==> src/design/sfw_pkg.sv <==
// Purpose: Shared constants and types for the SPI frame watchdog link
// Assumes: 100 MHz system clock on both ends
// Notes:   Address 0x00 is reserved as the dummy lead byte of long frames
package sfw_pkg;
    // Timing
    localparam int CLK_NS      = 10;
    localparam int MS_NS       = 1000000;
    localparam int CYC_PER_MS  = MS_NS / CLK_NS;
    localparam int WD_SHORT_MS = 50;
    localparam int WD_LONG_MS  = 200;
    localparam logic [2:0] SCLK_HALF_CYC = 3'h6;

    // Frame format
    localparam logic [5:0] BITS_24    = 6'h18;
    localparam logic [5:0] BITS_32    = 6'h20;
    localparam logic [5:0] BYTE1_LAST = 6'h07;
    localparam logic [5:0] BYTE2_LAST = 6'h0f;
    localparam logic [7:0] DUMMY_BYTE = 8'h00;
    localparam int         WRITE_POS  = 7;

    // Device register addresses
    localparam logic [6:0] ADDR_GEN1   = 7'h01;
    localparam logic [6:0] ADDR_GEN2   = 7'h02;
    localparam logic [6:0] ADDR_BRIDGE = 7'h03;

    // general_control_first fields
    localparam int TOGGLE_POS = 0;
    localparam int LONG_POS   = 1;
    localparam int UNLOCK_POS = 2;
    localparam int GAIN_LSB   = 3;
    localparam logic [15:0] GEN1_RESET = 16'h0000;

    // general_control_second fields
    localparam int OFF_POS   = 0;
    localparam int CLRFS_POS = 1;

    // Global status byte fields
    localparam int ST_FS_POS   = 7;
    localparam int ST_WDEN_POS = 6;
    localparam int ST_UNLK_POS = 5;
    localparam int ST_FERR_POS = 0;

    // Host APB map
    localparam logic [11:0] OFS_TX   = 12'h000;
    localparam logic [11:0] OFS_CTRL = 12'h004;
    localparam logic [11:0] OFS_STAT = 12'h008;
    localparam logic [11:0] OFS_RX   = 12'h00c;
    localparam int CTRL_LONG_POS = 0;
    localparam int CTRL_GO_POS   = 1;
    localparam int STAT_BUSY_POS = 0;

    typedef enum logic [2:0] {
        H_IDLE = 3'h0,
        H_LEAD = 3'h1,
        H_HIGH = 3'h3,
        H_LOW  = 3'h2,
        H_TAIL = 3'h6,
        H_GAP  = 3'h7
    } sfw_hstate_e;
endpackage

==> src/design/sfw_link_if.sv <==
// Purpose: Serial link between host master and device slave
// Assumes: Data line idles high when the device does not drive it
// Notes:   Resolves the device output enable into the line level
`timescale 1ns/1ps
interface sfw_link_if;
    logic sclk;
    logic csN;
    logic mosi;
    logic miso;
    logic misoOe;
    logic misoLine;

    assign misoLine = misoOe ? miso : 1'b1;

    modport device (input sclk, input csN, input mosi, output miso, output misoOe);
    modport host   (output sclk, output csN, output mosi, input misoLine);
endinterface

==> src/design/sfw_sync.sv <==
// Purpose: Two-stage synchroniser for pin inputs
// Assumes: Inputs are asynchronous levels
// Notes:   Only the second stage is visible outside
`timescale 1ns/1ps
module sfw_sync #(
    parameter int W = 1
) (
    // Clock and reset
    input  wire logic         clk,
    input  wire logic         rst_n,
    // Data
    input  wire logic [W-1:0] d,
    output logic      [W-1:0] q
);
    import sfw_pkg::*;

    typedef struct packed {
        logic [W-1:0] meta;
        logic [W-1:0] sync;
    } sfw_sync_s;

    sfw_sync_s s_r;
    sfw_sync_s s_nxt;

    always_comb begin
        s_nxt.meta = d;
        s_nxt.sync = s_r.meta;
    end

    always_ff @(posedge clk or negedge rst_n) begin
        if (!rst_n) begin
            s_r <= '0;
        end else begin
            s_r <= s_nxt;
        end
    end

    assign q = s_r.sync;
endmodule // sfw_sync

==> src/design/sfw_device.sv <==
// Purpose: Slave end: frame decode, status reply and host watchdog
// Assumes: Link clock idles low, data taken on rising edge
// Notes:   A zero first byte marks a long frame; address 0 is never used
//
// The implementer's own choices: the register offsets and the APB slave port.
`timescale 1ns/1ps
// Contract
// - Native frame is 24 bits: address, data
// - Long frame: zero byte, address, two data bytes
// - Long reply: status, zero byte, response word
// - Host sends zero as the extra lead byte
// - Watchdog supervises host traffic
// - Watchdog active straight after reset
// - Host may switch watchdog on or off
// - Timeout 50 or 200 ms, then failure
// - Failure enters fail-safe, all gates off
// - Each first-register write must invert toggle bit
// - Toggle rule holds for unrelated field writes
// - Drive stops on permit low or sleep
// - Toggle bit reads zero after reset
// - Unlock write then next frame disables
// - Intervening frame clears unlock, disable ignored
module sfw_device #(
    parameter int MsCycles = sfw_pkg::CYC_PER_MS
) (
    // Clock and reset
    input  wire logic       clk,
    input  wire logic       rst_n,
    // Link
    sfw_link_if.device      link,
    // Drive control
    input  wire logic       drivePermit,
    input  wire logic       sleepReq,
    output logic [7:0]      gateOn,
    // Watchdog state
    output logic            failSafe,
    output logic            wdActive
);
    import sfw_pkg::*;

    typedef struct packed {
        logic        csPrev;
        logic        sclkPrev;
        logic [5:0]  bitCnt;
        logic        dummy;
        logic [23:0] inSh;
        logic [23:0] outSh;
        logic        miso;
        logic        misoOe;
        logic [15:0] gen1;
        logic [7:0]  bridge;
        logic        unlock;
        logic        wdEn;
        logic        fs;
        logic        ferr;
        logic [16:0] tickCnt;
        logic [7:0]  msCnt;
        logic [7:0]  gate;
    } sfw_dev_s;

    localparam sfw_dev_s DEV_RST = '{csPrev: 1'b1, wdEn: 1'b1, gen1: GEN1_RESET, default: '0};

    sfw_dev_s   s_r;
    sfw_dev_s   s_nxt;
    logic [3:0] syncQ;
    logic       sclkS;
    logic       csS;
    logic       mosiS;
    logic       permitS;

    // Pins cross into the system clock here
    // Select enters inverted so the zero reset of the stages reads as idle, not as a frame
    sfw_sync #(.W(4)) u_sync (
        .clk   (clk),
        .rst_n (rst_n),
        .d     ({link.sclk, !link.csN, link.mosi, drivePermit}),
        .q     (syncQ)
    );
    assign {sclkS, csS, mosiS, permitS} = {syncQ[3], !syncQ[2], syncQ[1:0]};

    function automatic logic [15:0] respWord(input sfw_dev_s st, input logic [7:0] a);
        logic [15:0] w;
        w = 16'h0000;
        case (a[6:0])
            ADDR_GEN1: begin
                w = st.gen1;
                w[UNLOCK_POS] = st.unlock;
            end
            ADDR_GEN2: w[OFF_POS] = !st.wdEn;
            ADDR_BRIDGE: w = {8'h00, st.bridge};
            default: w = 16'h0000;
        endcase
        return w;
    endfunction

    always_comb begin
        logic [7:0]  status;
        logic [7:0]  firstByte;
        logic [7:0]  addr;
        logic [15:0] data;
        logic        valid;
        logic        kick;
        logic [7:0]  limit;
        s_nxt     = s_r;
        status    = 8'h00;
        firstByte = {s_r.inSh[6:0], mosiS};
        addr      = s_r.inSh[23:16];
        data      = s_r.inSh[15:0];
        valid     = 1'b0;
        kick      = 1'b0;
        limit     = s_r.gen1[LONG_POS] ? 8'(WD_LONG_MS) : 8'(WD_SHORT_MS);
        status[ST_FS_POS]   = s_r.fs;
        status[ST_WDEN_POS] = s_r.wdEn;
        status[ST_UNLK_POS] = s_r.unlock;
        status[ST_FERR_POS] = s_r.ferr;
        s_nxt.csPrev   = csS;
        s_nxt.sclkPrev = sclkS;

        if (!csS && s_r.csPrev) begin
            s_nxt.bitCnt = 6'h00;
            s_nxt.dummy  = 1'b0;
            s_nxt.outSh  = {status, 16'h0000};
        end else if (!csS && sclkS && !s_r.sclkPrev) begin
            s_nxt.inSh = {s_r.inSh[22:0], mosiS};
            if (s_r.bitCnt != 6'h3f) begin
                s_nxt.bitCnt = s_r.bitCnt + 6'h01;
            end
            if (s_r.bitCnt == BYTE1_LAST) begin
                if (firstByte == DUMMY_BYTE) begin
                    s_nxt.dummy = 1'b1;
                end else begin
                    s_nxt.outSh = {s_r.outSh[23], respWord(s_r, firstByte), 7'h00};
                end
            end
            if (s_r.bitCnt == BYTE2_LAST && s_r.dummy) begin
                s_nxt.outSh = {s_r.outSh[23], respWord(s_r, firstByte), 7'h00};
            end
        end else if (!csS && !sclkS && s_r.sclkPrev) begin
            s_nxt.outSh = {s_r.outSh[22:0], 1'b0};
        end

        // Frame end: only exact lengths are acted on
        if (csS && !s_r.csPrev) begin
            valid = (s_r.bitCnt == BITS_24 && !s_r.dummy) || (s_r.bitCnt == BITS_32 && s_r.dummy);
            s_nxt.ferr   = !valid;
            s_nxt.unlock = 1'b0;
            if (valid && addr[WRITE_POS]) begin
                case (addr[6:0])
                    ADDR_GEN1: begin
                        if (data[TOGGLE_POS] == s_r.gen1[TOGGLE_POS]) begin
                            s_nxt.fs = 1'b1;
                        end else begin
                            s_nxt.gen1   = data;
                            s_nxt.unlock = data[UNLOCK_POS];
                            kick         = 1'b1;
                        end
                    end
                    ADDR_GEN2: begin
                        if (data[OFF_POS] && s_r.unlock) begin
                            s_nxt.wdEn = 1'b0;
                        end else if (!data[OFF_POS]) begin
                            s_nxt.wdEn = 1'b1;
                            kick       = 1'b1;
                        end
                        if (data[CLRFS_POS]) begin
                            s_nxt.fs = 1'b0;
                        end
                    end
                    ADDR_BRIDGE: s_nxt.bridge = data[7:0];
                    default: s_nxt.bridge = s_nxt.bridge;
                endcase
            end
        end

        // Timeout runs only while supervising
        if (kick || !s_r.wdEn || s_r.fs) begin
            s_nxt.tickCnt = 17'h00000;
            s_nxt.msCnt   = 8'h00;
        end else if (s_r.tickCnt == 17'(MsCycles - 1)) begin
            s_nxt.tickCnt = 17'h00000;
            s_nxt.msCnt   = s_r.msCnt + 8'h01;
            if (s_r.msCnt + 8'h01 == limit) begin
                s_nxt.fs = 1'b1;
            end
        end else begin
            s_nxt.tickCnt = s_r.tickCnt + 17'h00001;
        end

        // Bridge command is dropped so drive never resumes on its own
        if (s_nxt.fs && !s_r.fs) begin
            s_nxt.bridge = 8'h00;
        end
        s_nxt.gate   = (s_nxt.fs || !permitS || sleepReq) ? 8'h00 : s_nxt.bridge;
        s_nxt.misoOe = !csS;
        s_nxt.miso   = s_nxt.outSh[23];
    end

    always_ff @(posedge clk or negedge rst_n) begin
        if (!rst_n) begin
            s_r <= DEV_RST;
        end else begin
            s_r <= s_nxt;
        end
    end

    assign gateOn      = s_r.gate;
    assign failSafe    = s_r.fs;
    assign wdActive    = s_r.wdEn;
    assign link.miso   = s_r.miso;
    assign link.misoOe = s_r.misoOe;
endmodule // sfw_device

==> src/flat_wrapper.sv <==
// flat-port wrapper written by rule: the top's interface ports become plain ports
module sfw_device_flat import sfw_pkg::*;
#(
    parameter int MsCycles = sfw_pkg::CYC_PER_MS
)
  (clk, rst_n, drivePermit, sleepReq, gateOn, failSafe, wdActive, link_sclk, link_csN, link_mosi, link_miso, link_misoOe);
  sfw_link_if link_i ();
  input  wire logic clk;
  input  wire logic rst_n;
  input  wire logic drivePermit;
  input  wire logic sleepReq;
  output logic [7:0] gateOn;
  output logic failSafe;
  output logic wdActive;
  input wire logic [$bits(link_i.sclk)-1:0] link_sclk;
  input wire logic [$bits(link_i.csN)-1:0] link_csN;
  input wire logic [$bits(link_i.mosi)-1:0] link_mosi;
  output wire logic [$bits(link_i.miso)-1:0] link_miso;
  output wire logic [$bits(link_i.misoOe)-1:0] link_misoOe;
  assign link_i.sclk = link_sclk;
  assign link_i.csN = link_csN;
  assign link_i.mosi = link_mosi;
  assign link_miso = link_i.miso;
  assign link_misoOe = link_i.misoOe;
  sfw_device #(.MsCycles(MsCycles)) u_core (.clk(clk), .rst_n(rst_n), .link(link_i), .drivePermit(drivePermit), .sleepReq(sleepReq), .gateOn(gateOn), .failSafe(failSafe), .wdActive(wdActive));
endmodule
==> config.mk <==
export PLATFORM = sky130hd
export DESIGN_NAME = sfw_device_flat
export DESIGN_NICKNAME = d
export VERILOG_FILES = /design/src/design/sfw_pkg.sv /design/src/design/sfw_link_if.sv /design/src/design/sfw_sync.sv /design/src/design/sfw_device.sv /design/src/flat_wrapper.sv
export SDC_FILE = /design/constraint.sdc
export NUM_CORES = 1
export LEC_CHECK = 0
export ABC_AREA = 1
export BUFFER_PORTS_ARGS = -buffer_cell sky130_fd_sc_hd__buf_2
export CAP_MARGIN = 10
export CORE_ASPECT_RATIO = 1.4
export CORE_MARGIN = 4
export CORE_UTILIZATION = 55
export CTS_CLUSTER_SIZE = 10
export DETAILED_ROUTE_END_ITERATION = 12
export PLACE_DENSITY = 0.75
export SLEW_MARGIN = 20
export SYNTH_ARGS = -nofsm -noshare
export SYNTH_HDL_FRONTEND = slang
export SYNTH_HIERARCHICAL = 1
export SYNTH_SLANG_ARGS = --single-unit
==> constraint.sdc <==
create_clock -name clk -period 1.6 [get_ports clk]
set_input_delay 0.32 -clock clk [delete_from_list [all_inputs] [get_ports clk]]
set_output_delay 0.32 -clock clk [all_outputs]
set_load 0.005 [all_outputs]
# Word level (Yosys, flattened, before mapping)
# Cells that the tools add are included.
dict set report word_totals {
  output_inout_bits 12
  regBits 127
  word_cells 123
  inputBits 7
}
dict set report op_classes {
  reduce_logical 42
  n_eq_ne 18
  mux 39
  addsub 3
  n_bitwise 2
}
# cell n
set op_table {}
lappend op_table {{$mux 24} 5}
lappend op_table {{$mux 8} 5}
lappend op_table {{$mux 31} 1}
lappend op_table {{$pmux 15 s2} 1}
lappend op_table {{$eq 7x2->1 const B} 4}
lappend op_table {{$mux 25} 1}
lappend op_table {{$mux 23} 1}
lappend op_table {{$add 17x1->17 const B} 1}
lappend op_table {{$eq 17x17->1 const B} 1}
lappend op_table {{$mux 1} 17}
lappend op_table {{$mux 17} 1}
lappend op_table {{$eq 7x1->1 const B} 2}
lappend op_table {{$logic_and 1x1->1} 12}
lappend op_table {{$mux 12} 1}
lappend op_table {{$reduce_bool 2->1} 6}
lappend op_table {{$mux 11} 1}
lappend op_table {{$logic_not 1->1} 10}
lappend op_table {{$add 8x1->8 const B} 1}
lappend op_table {{$eq 8x8->1} 1}
lappend op_table {{$logic_not 8->1} 1}
lappend op_table {{$ne 4x3->1 const B} 2}
lappend op_table {{$reduce_and 4->1} 2}
lappend op_table {{$mux 7} 1}
lappend op_table {{$add 6x1->6 const B} 1}
lappend op_table {{other kinds (16)} 25}

# Logic depth before layout (Yosys ltp)
dict set report depth {
  word_depth 12
  mapped_depth 15
  ltp_nobuf 15
}

# Hierarchy
# The synthesis kept the hierarchy.
# module cells_each seq_area_each_um2 area_per_inst_um2 instances
set by_module_without_submodules {}
lappend by_module_without_submodules {sfw_device 647 2780.2 5495.3 1}
lappend by_module_without_submodules {sfw_sync 8 200.2 200.2 1}

# Worst setup path after synthesis
# Ideal clock, no wire load.
dict set report synth_path {
  path_type {register -> register}
  startpoint {register u_core/s_r[112] in the netlist's numbering}
  endpoint {register u_core.s_r (netlist bit u_core/gateOn[0])}
  period_less_slack_ns 1.730
  setup_ns 0.119
  n_path_buf 0
  required_ns 1.481
  t_arrival_ns 1.611
  slack_ns -0.130
  path_stages_with_launch 16
  path_cell_list {dfrtp_1 inv_1 ha_1 nand2_1 nor2_2 nand3_2 nor2_8 nand2_1 nand2_1 nand2_1 nand2_1 clkinv_2 nand2_4 nand2_8 nand2_2 nor2_2}
}
# item line
set synth_rtl {}
lappend synth_rtl {{start, declared} sfw_device.sv:63} ;# sfw_dev_s s_r;
lappend synth_rtl {{start signal, assigned} sfw_device.sv:202} ;# s_r <= s_nxt;

# Worst setup path after layout
dict set report layout_path {
  startpoint {register u_core/s_r[113] in the netlist's numbering}
  endpoint {register u_core/s_r[52] in the netlist's numbering}
}
dict set report layout_between {
  elab_chain_cells 5
  elab_cells_between_ends 7
  cone_classes {2 x eq/ne; 5 x reduce/logical}
}
# item line
set layout_rtl {}
lappend layout_rtl {{$eq 6x5->1 / $eq 6x6->1 (equally long branches)} sfw_device.sv:144} ;# valid = (s_r.bitCnt == BITS_24 && !s_r.dummy) || (s_r.bitCnt == BITS_32 && s_r.dummy);
lappend layout_rtl {{$logic_and 1x1->1} sfw_device.sv:144}
lappend layout_rtl {{$logic_or 1x1->1 (*)} sfw_device.sv:144}
lappend layout_rtl {{$logic_and 1x1->1 (*)} sfw_device.sv:147} ;# if (valid && addr[WRITE_POS]) begin
lappend layout_rtl {{$reduce_and 4->1 (no line) (*)} n/a}
# Mark *: on every way between the ends. The rest lies on a longest branch, timed or not.
# A chain may end at the register's enable or synchronous reset.

==> out/metrics.yaml <==
cp-end-kind: "flop"
cts_tree: "done"
setup_slack_ns: -0.393
track_usage: 0.241
final_common_cell: "nand2_1"
final_cell_mix: "nand2_1 (151), dfrtp_1 (115), buf_4 (83)"
cts.clk_slew.worst_paths_ns: 0.06
antenna_found_initial: 0
start_util: 0.569
cts_htree_levels: 4
p_per_area_nw_per_um2: 966
period_share: 1.25
post_synth.cell_area_avg_sq_um: 8.70
synth_top_area_cell: "dfrtp_1"
hold_class: "input port to flop"
ios: 19
syn2layout_area_growth_pct: 38.8
p_int_mw: 5.82
criticalPathCategory: "flop to flop"
min_from: "link_sclk"
leakage_nw: 3.73
crit_start: "u_core/s_r[113]"
yosysWarnings: 6
rsz0062_at_grt: "true"
cts.sinks: 119
post-route-util: 0.790
worstSkewPairLatency_ns: 0.42
switching_share: 0.237
finalNetCount: 792
grt_pass1_vias: 4872
design.core.area_sq_um: 10000
rows: 43
outcome: "complete, but fails checks"
drive_above_1_share: 0.361
power.switching_mw: 1.81
hpwl_mm: 8.92
worstSetupStartpointType: "flop"
synthCells: 655
fmax_mhz: 502
pwr-share-comb: 0.085
gr-total-overflow: 0
cp_max_fo: 8
netlist_area_sq_um: 5700
vias: 5159
worstPathRequired_ns: 1.91
viasPerCell: 5.56
slew_violations: 0
yosysSeqAreaShare: 0.523
finalClockSkew_ns: 0.0173
setup_viol: 80
grt_max_degree: 32
power_frac_clock: 0.505
crit_chain: "inv_2, ha_4, nand2_4, nor2_4, nand3_4, nor2_8, buf_4, buf_4, nand3_4, clkbuf_16, o21ai_0"
route.final.wire_length_mm: 16.4
yosysTopAreaCellShare: 0.514
numCtsBuffers: 17
yosysUniqueCellTypes: 49
hold_violations: 0
dieArea_sq_um: 12100
min_period_ns: 1.99
ant_nets: 0
total_power_mw: 7.64
cpPeakStageDelay_ns: 0.40
max-slew-margin-rel: 0.708
drt_iter0_drc: 534
io_buffers: 18
power_frac_seq: 0.410
worst_pin_slew_ns: 0.433
die_w_um: 94.0
worstPathArrival_ns: 2.30
gp_congestion: 0.909
ir_worst_vdd_mv: 0.798
maxCapViolations: 0
crit_slowest_cell: "dfrtp_1"
r2r_start: "u_core/s_r[113]"
antenna_cells: 0
synth_area_leaders: "dfrtp_1 (51%), nand2_1 (11%), o21ai_0 (5.8%)"
synthesis.nets: 666
fp.dieH_um: 128
first_pass_iters: 6
clockRootBuffer: "clkbuf_16"
grt_pass1_wl_mm: 22.7
cts_buffer_depth: 2
violations: "negative setup slack"
ys_ff_latch: 119
wire_per_inst_um: 17.7
drcViolationCount: 0
-- cell type report --
type | instances | area, sq um
Clock buffer | 19 | 443
Clock inverter | 12 | 151
Fill cell | 589 | 2100
Inverter | 90 | 349
Multi-Input combinational cell | 421 | 2610
Sequential cell | 119 | 2980
Tap cell | 135 | 169
Timing Repair Buffer | 130 | 1190
Timing Repair inverter | 2 | 12.5
-- final timing paths --
path / cells after the start / slack (ns) / end
setup / recovery: 11 / -0.39 / u_core/s_r[52]
hold / removal: 1 / 0.02 / u_core/u_sync/s_nxt[3]
setup reg to reg: 11 / -0.39 / u_core/s_r[52]
hold reg to reg: 0 / 0.35 / u_core/u_sync/q[2]
max in group asynchronous: 3 / 0.73 / u_core/s_r[10]
min in group asynchronous: 2 / 0.33 / u_core/s_r[28]
-- through the flow --
stage	instance area [sq um]	cells	worst slack, ns	hold slack [ns]	setup TNS, ns
final	7900	928	-0.393	0.0169	-16.01
after global routing	7900	928	-0.432	0.00193	-21.85
after CTS	7280	905	-0.220	0.00206	-8.59
after detailed placement	6530	864	-0.237	0.215	-5.93
after global placement	6530	864	-0.201	0.213	-3.45
after floorplan	5740	655	-0.116	0.0244	-1.70
-- kinds of logic after synthesis --
| group | count (synthesis) | synth area share |
|---|---|---|
| adders and majority gates | 4 | 0.00879 |
| and+or+nand+nor | 303 | 0.262 |
| buffers and inverters | 115 | 0.0890 |
| DFF | 119 | 0.523 |
| AOI/OAI and AO/OA | 109 | 0.110 |
| xor gates and xnor gates | 5 | 0.00769 |
-- sequential cells by signal, summed over array words and instances (netlist names) --
name,count
u_core/s_r,100
u_core/gateOn,8
u_core/u_sync/q,4
u_core/failSafe,1
u_core/link.misoOe,1
u_core/u_sync/s_nxt,4
u_core/wdActive,1
-- cell usage after synthesis, drive strengths merged --
library cell / count
nor2: 43
a32o: 1
nor3b: 2
xor2: 4
nor3: 12
ha: 4
dfstp: 2
nor4: 5
o211ai: 8
a211oi: 1
nand4: 8
and3: 1
nand2: 189
xnor2: 1
clkbuf: 5
o31ai: 6
nand3: 42
clkinv: 1
dfrtp: 117
a21oi: 11
o211a: 1
a22o: 4
nand3b: 1
o21bai: 1
a22oi: 1
buf: 20
o21ai: 71
inv: 89
a31oi: 1
a221oi: 1
o22ai: 2
-- per-layer routing --
metal | track usage | wire [um] | vias up
li1 | - | - | 2358
met1 | 0.268 | 5850 | 2503
met2 | 0.444 | 8960 | 233
met3 | 0.0520 | 850 | 65
met4 | 0.0935 | 723 | 0
met5 | 0 | 0 | -
-- critical path, delay by kind of cell (launching register included) --
kind	cells	cell delay [ns]
and+or+nand+nor	5	0.57
buffers and inverters	4	0.55
DFF	1	0.40
AOI/OAI and AO/OA	1	0.24
adders and majority gates	1	0.14
-- power groups by stage --
stage	Combinational, mW	Clock (mW)	Sequential (mW)
after floorplan	0.234	0	3.16
after global placement	0.502	0	3.17
after detailed placement	0.513	0	3.17
after CTS	0.532	3.88	3.12
after global routing	0.700	4.05	3.13
final	0.652	3.86	3.13
-- what timing repair did --
action                                  CTS  global route
endpoints found under the setup margin   77            88
setup buffers                             7            16
pin swaps                                 5            19
hold buffers                              2             0
endpoints found under the hold margin    13             0
resized for setup                        29           120
cloned                                    1             8
Power figures use the tool's default switching activity.
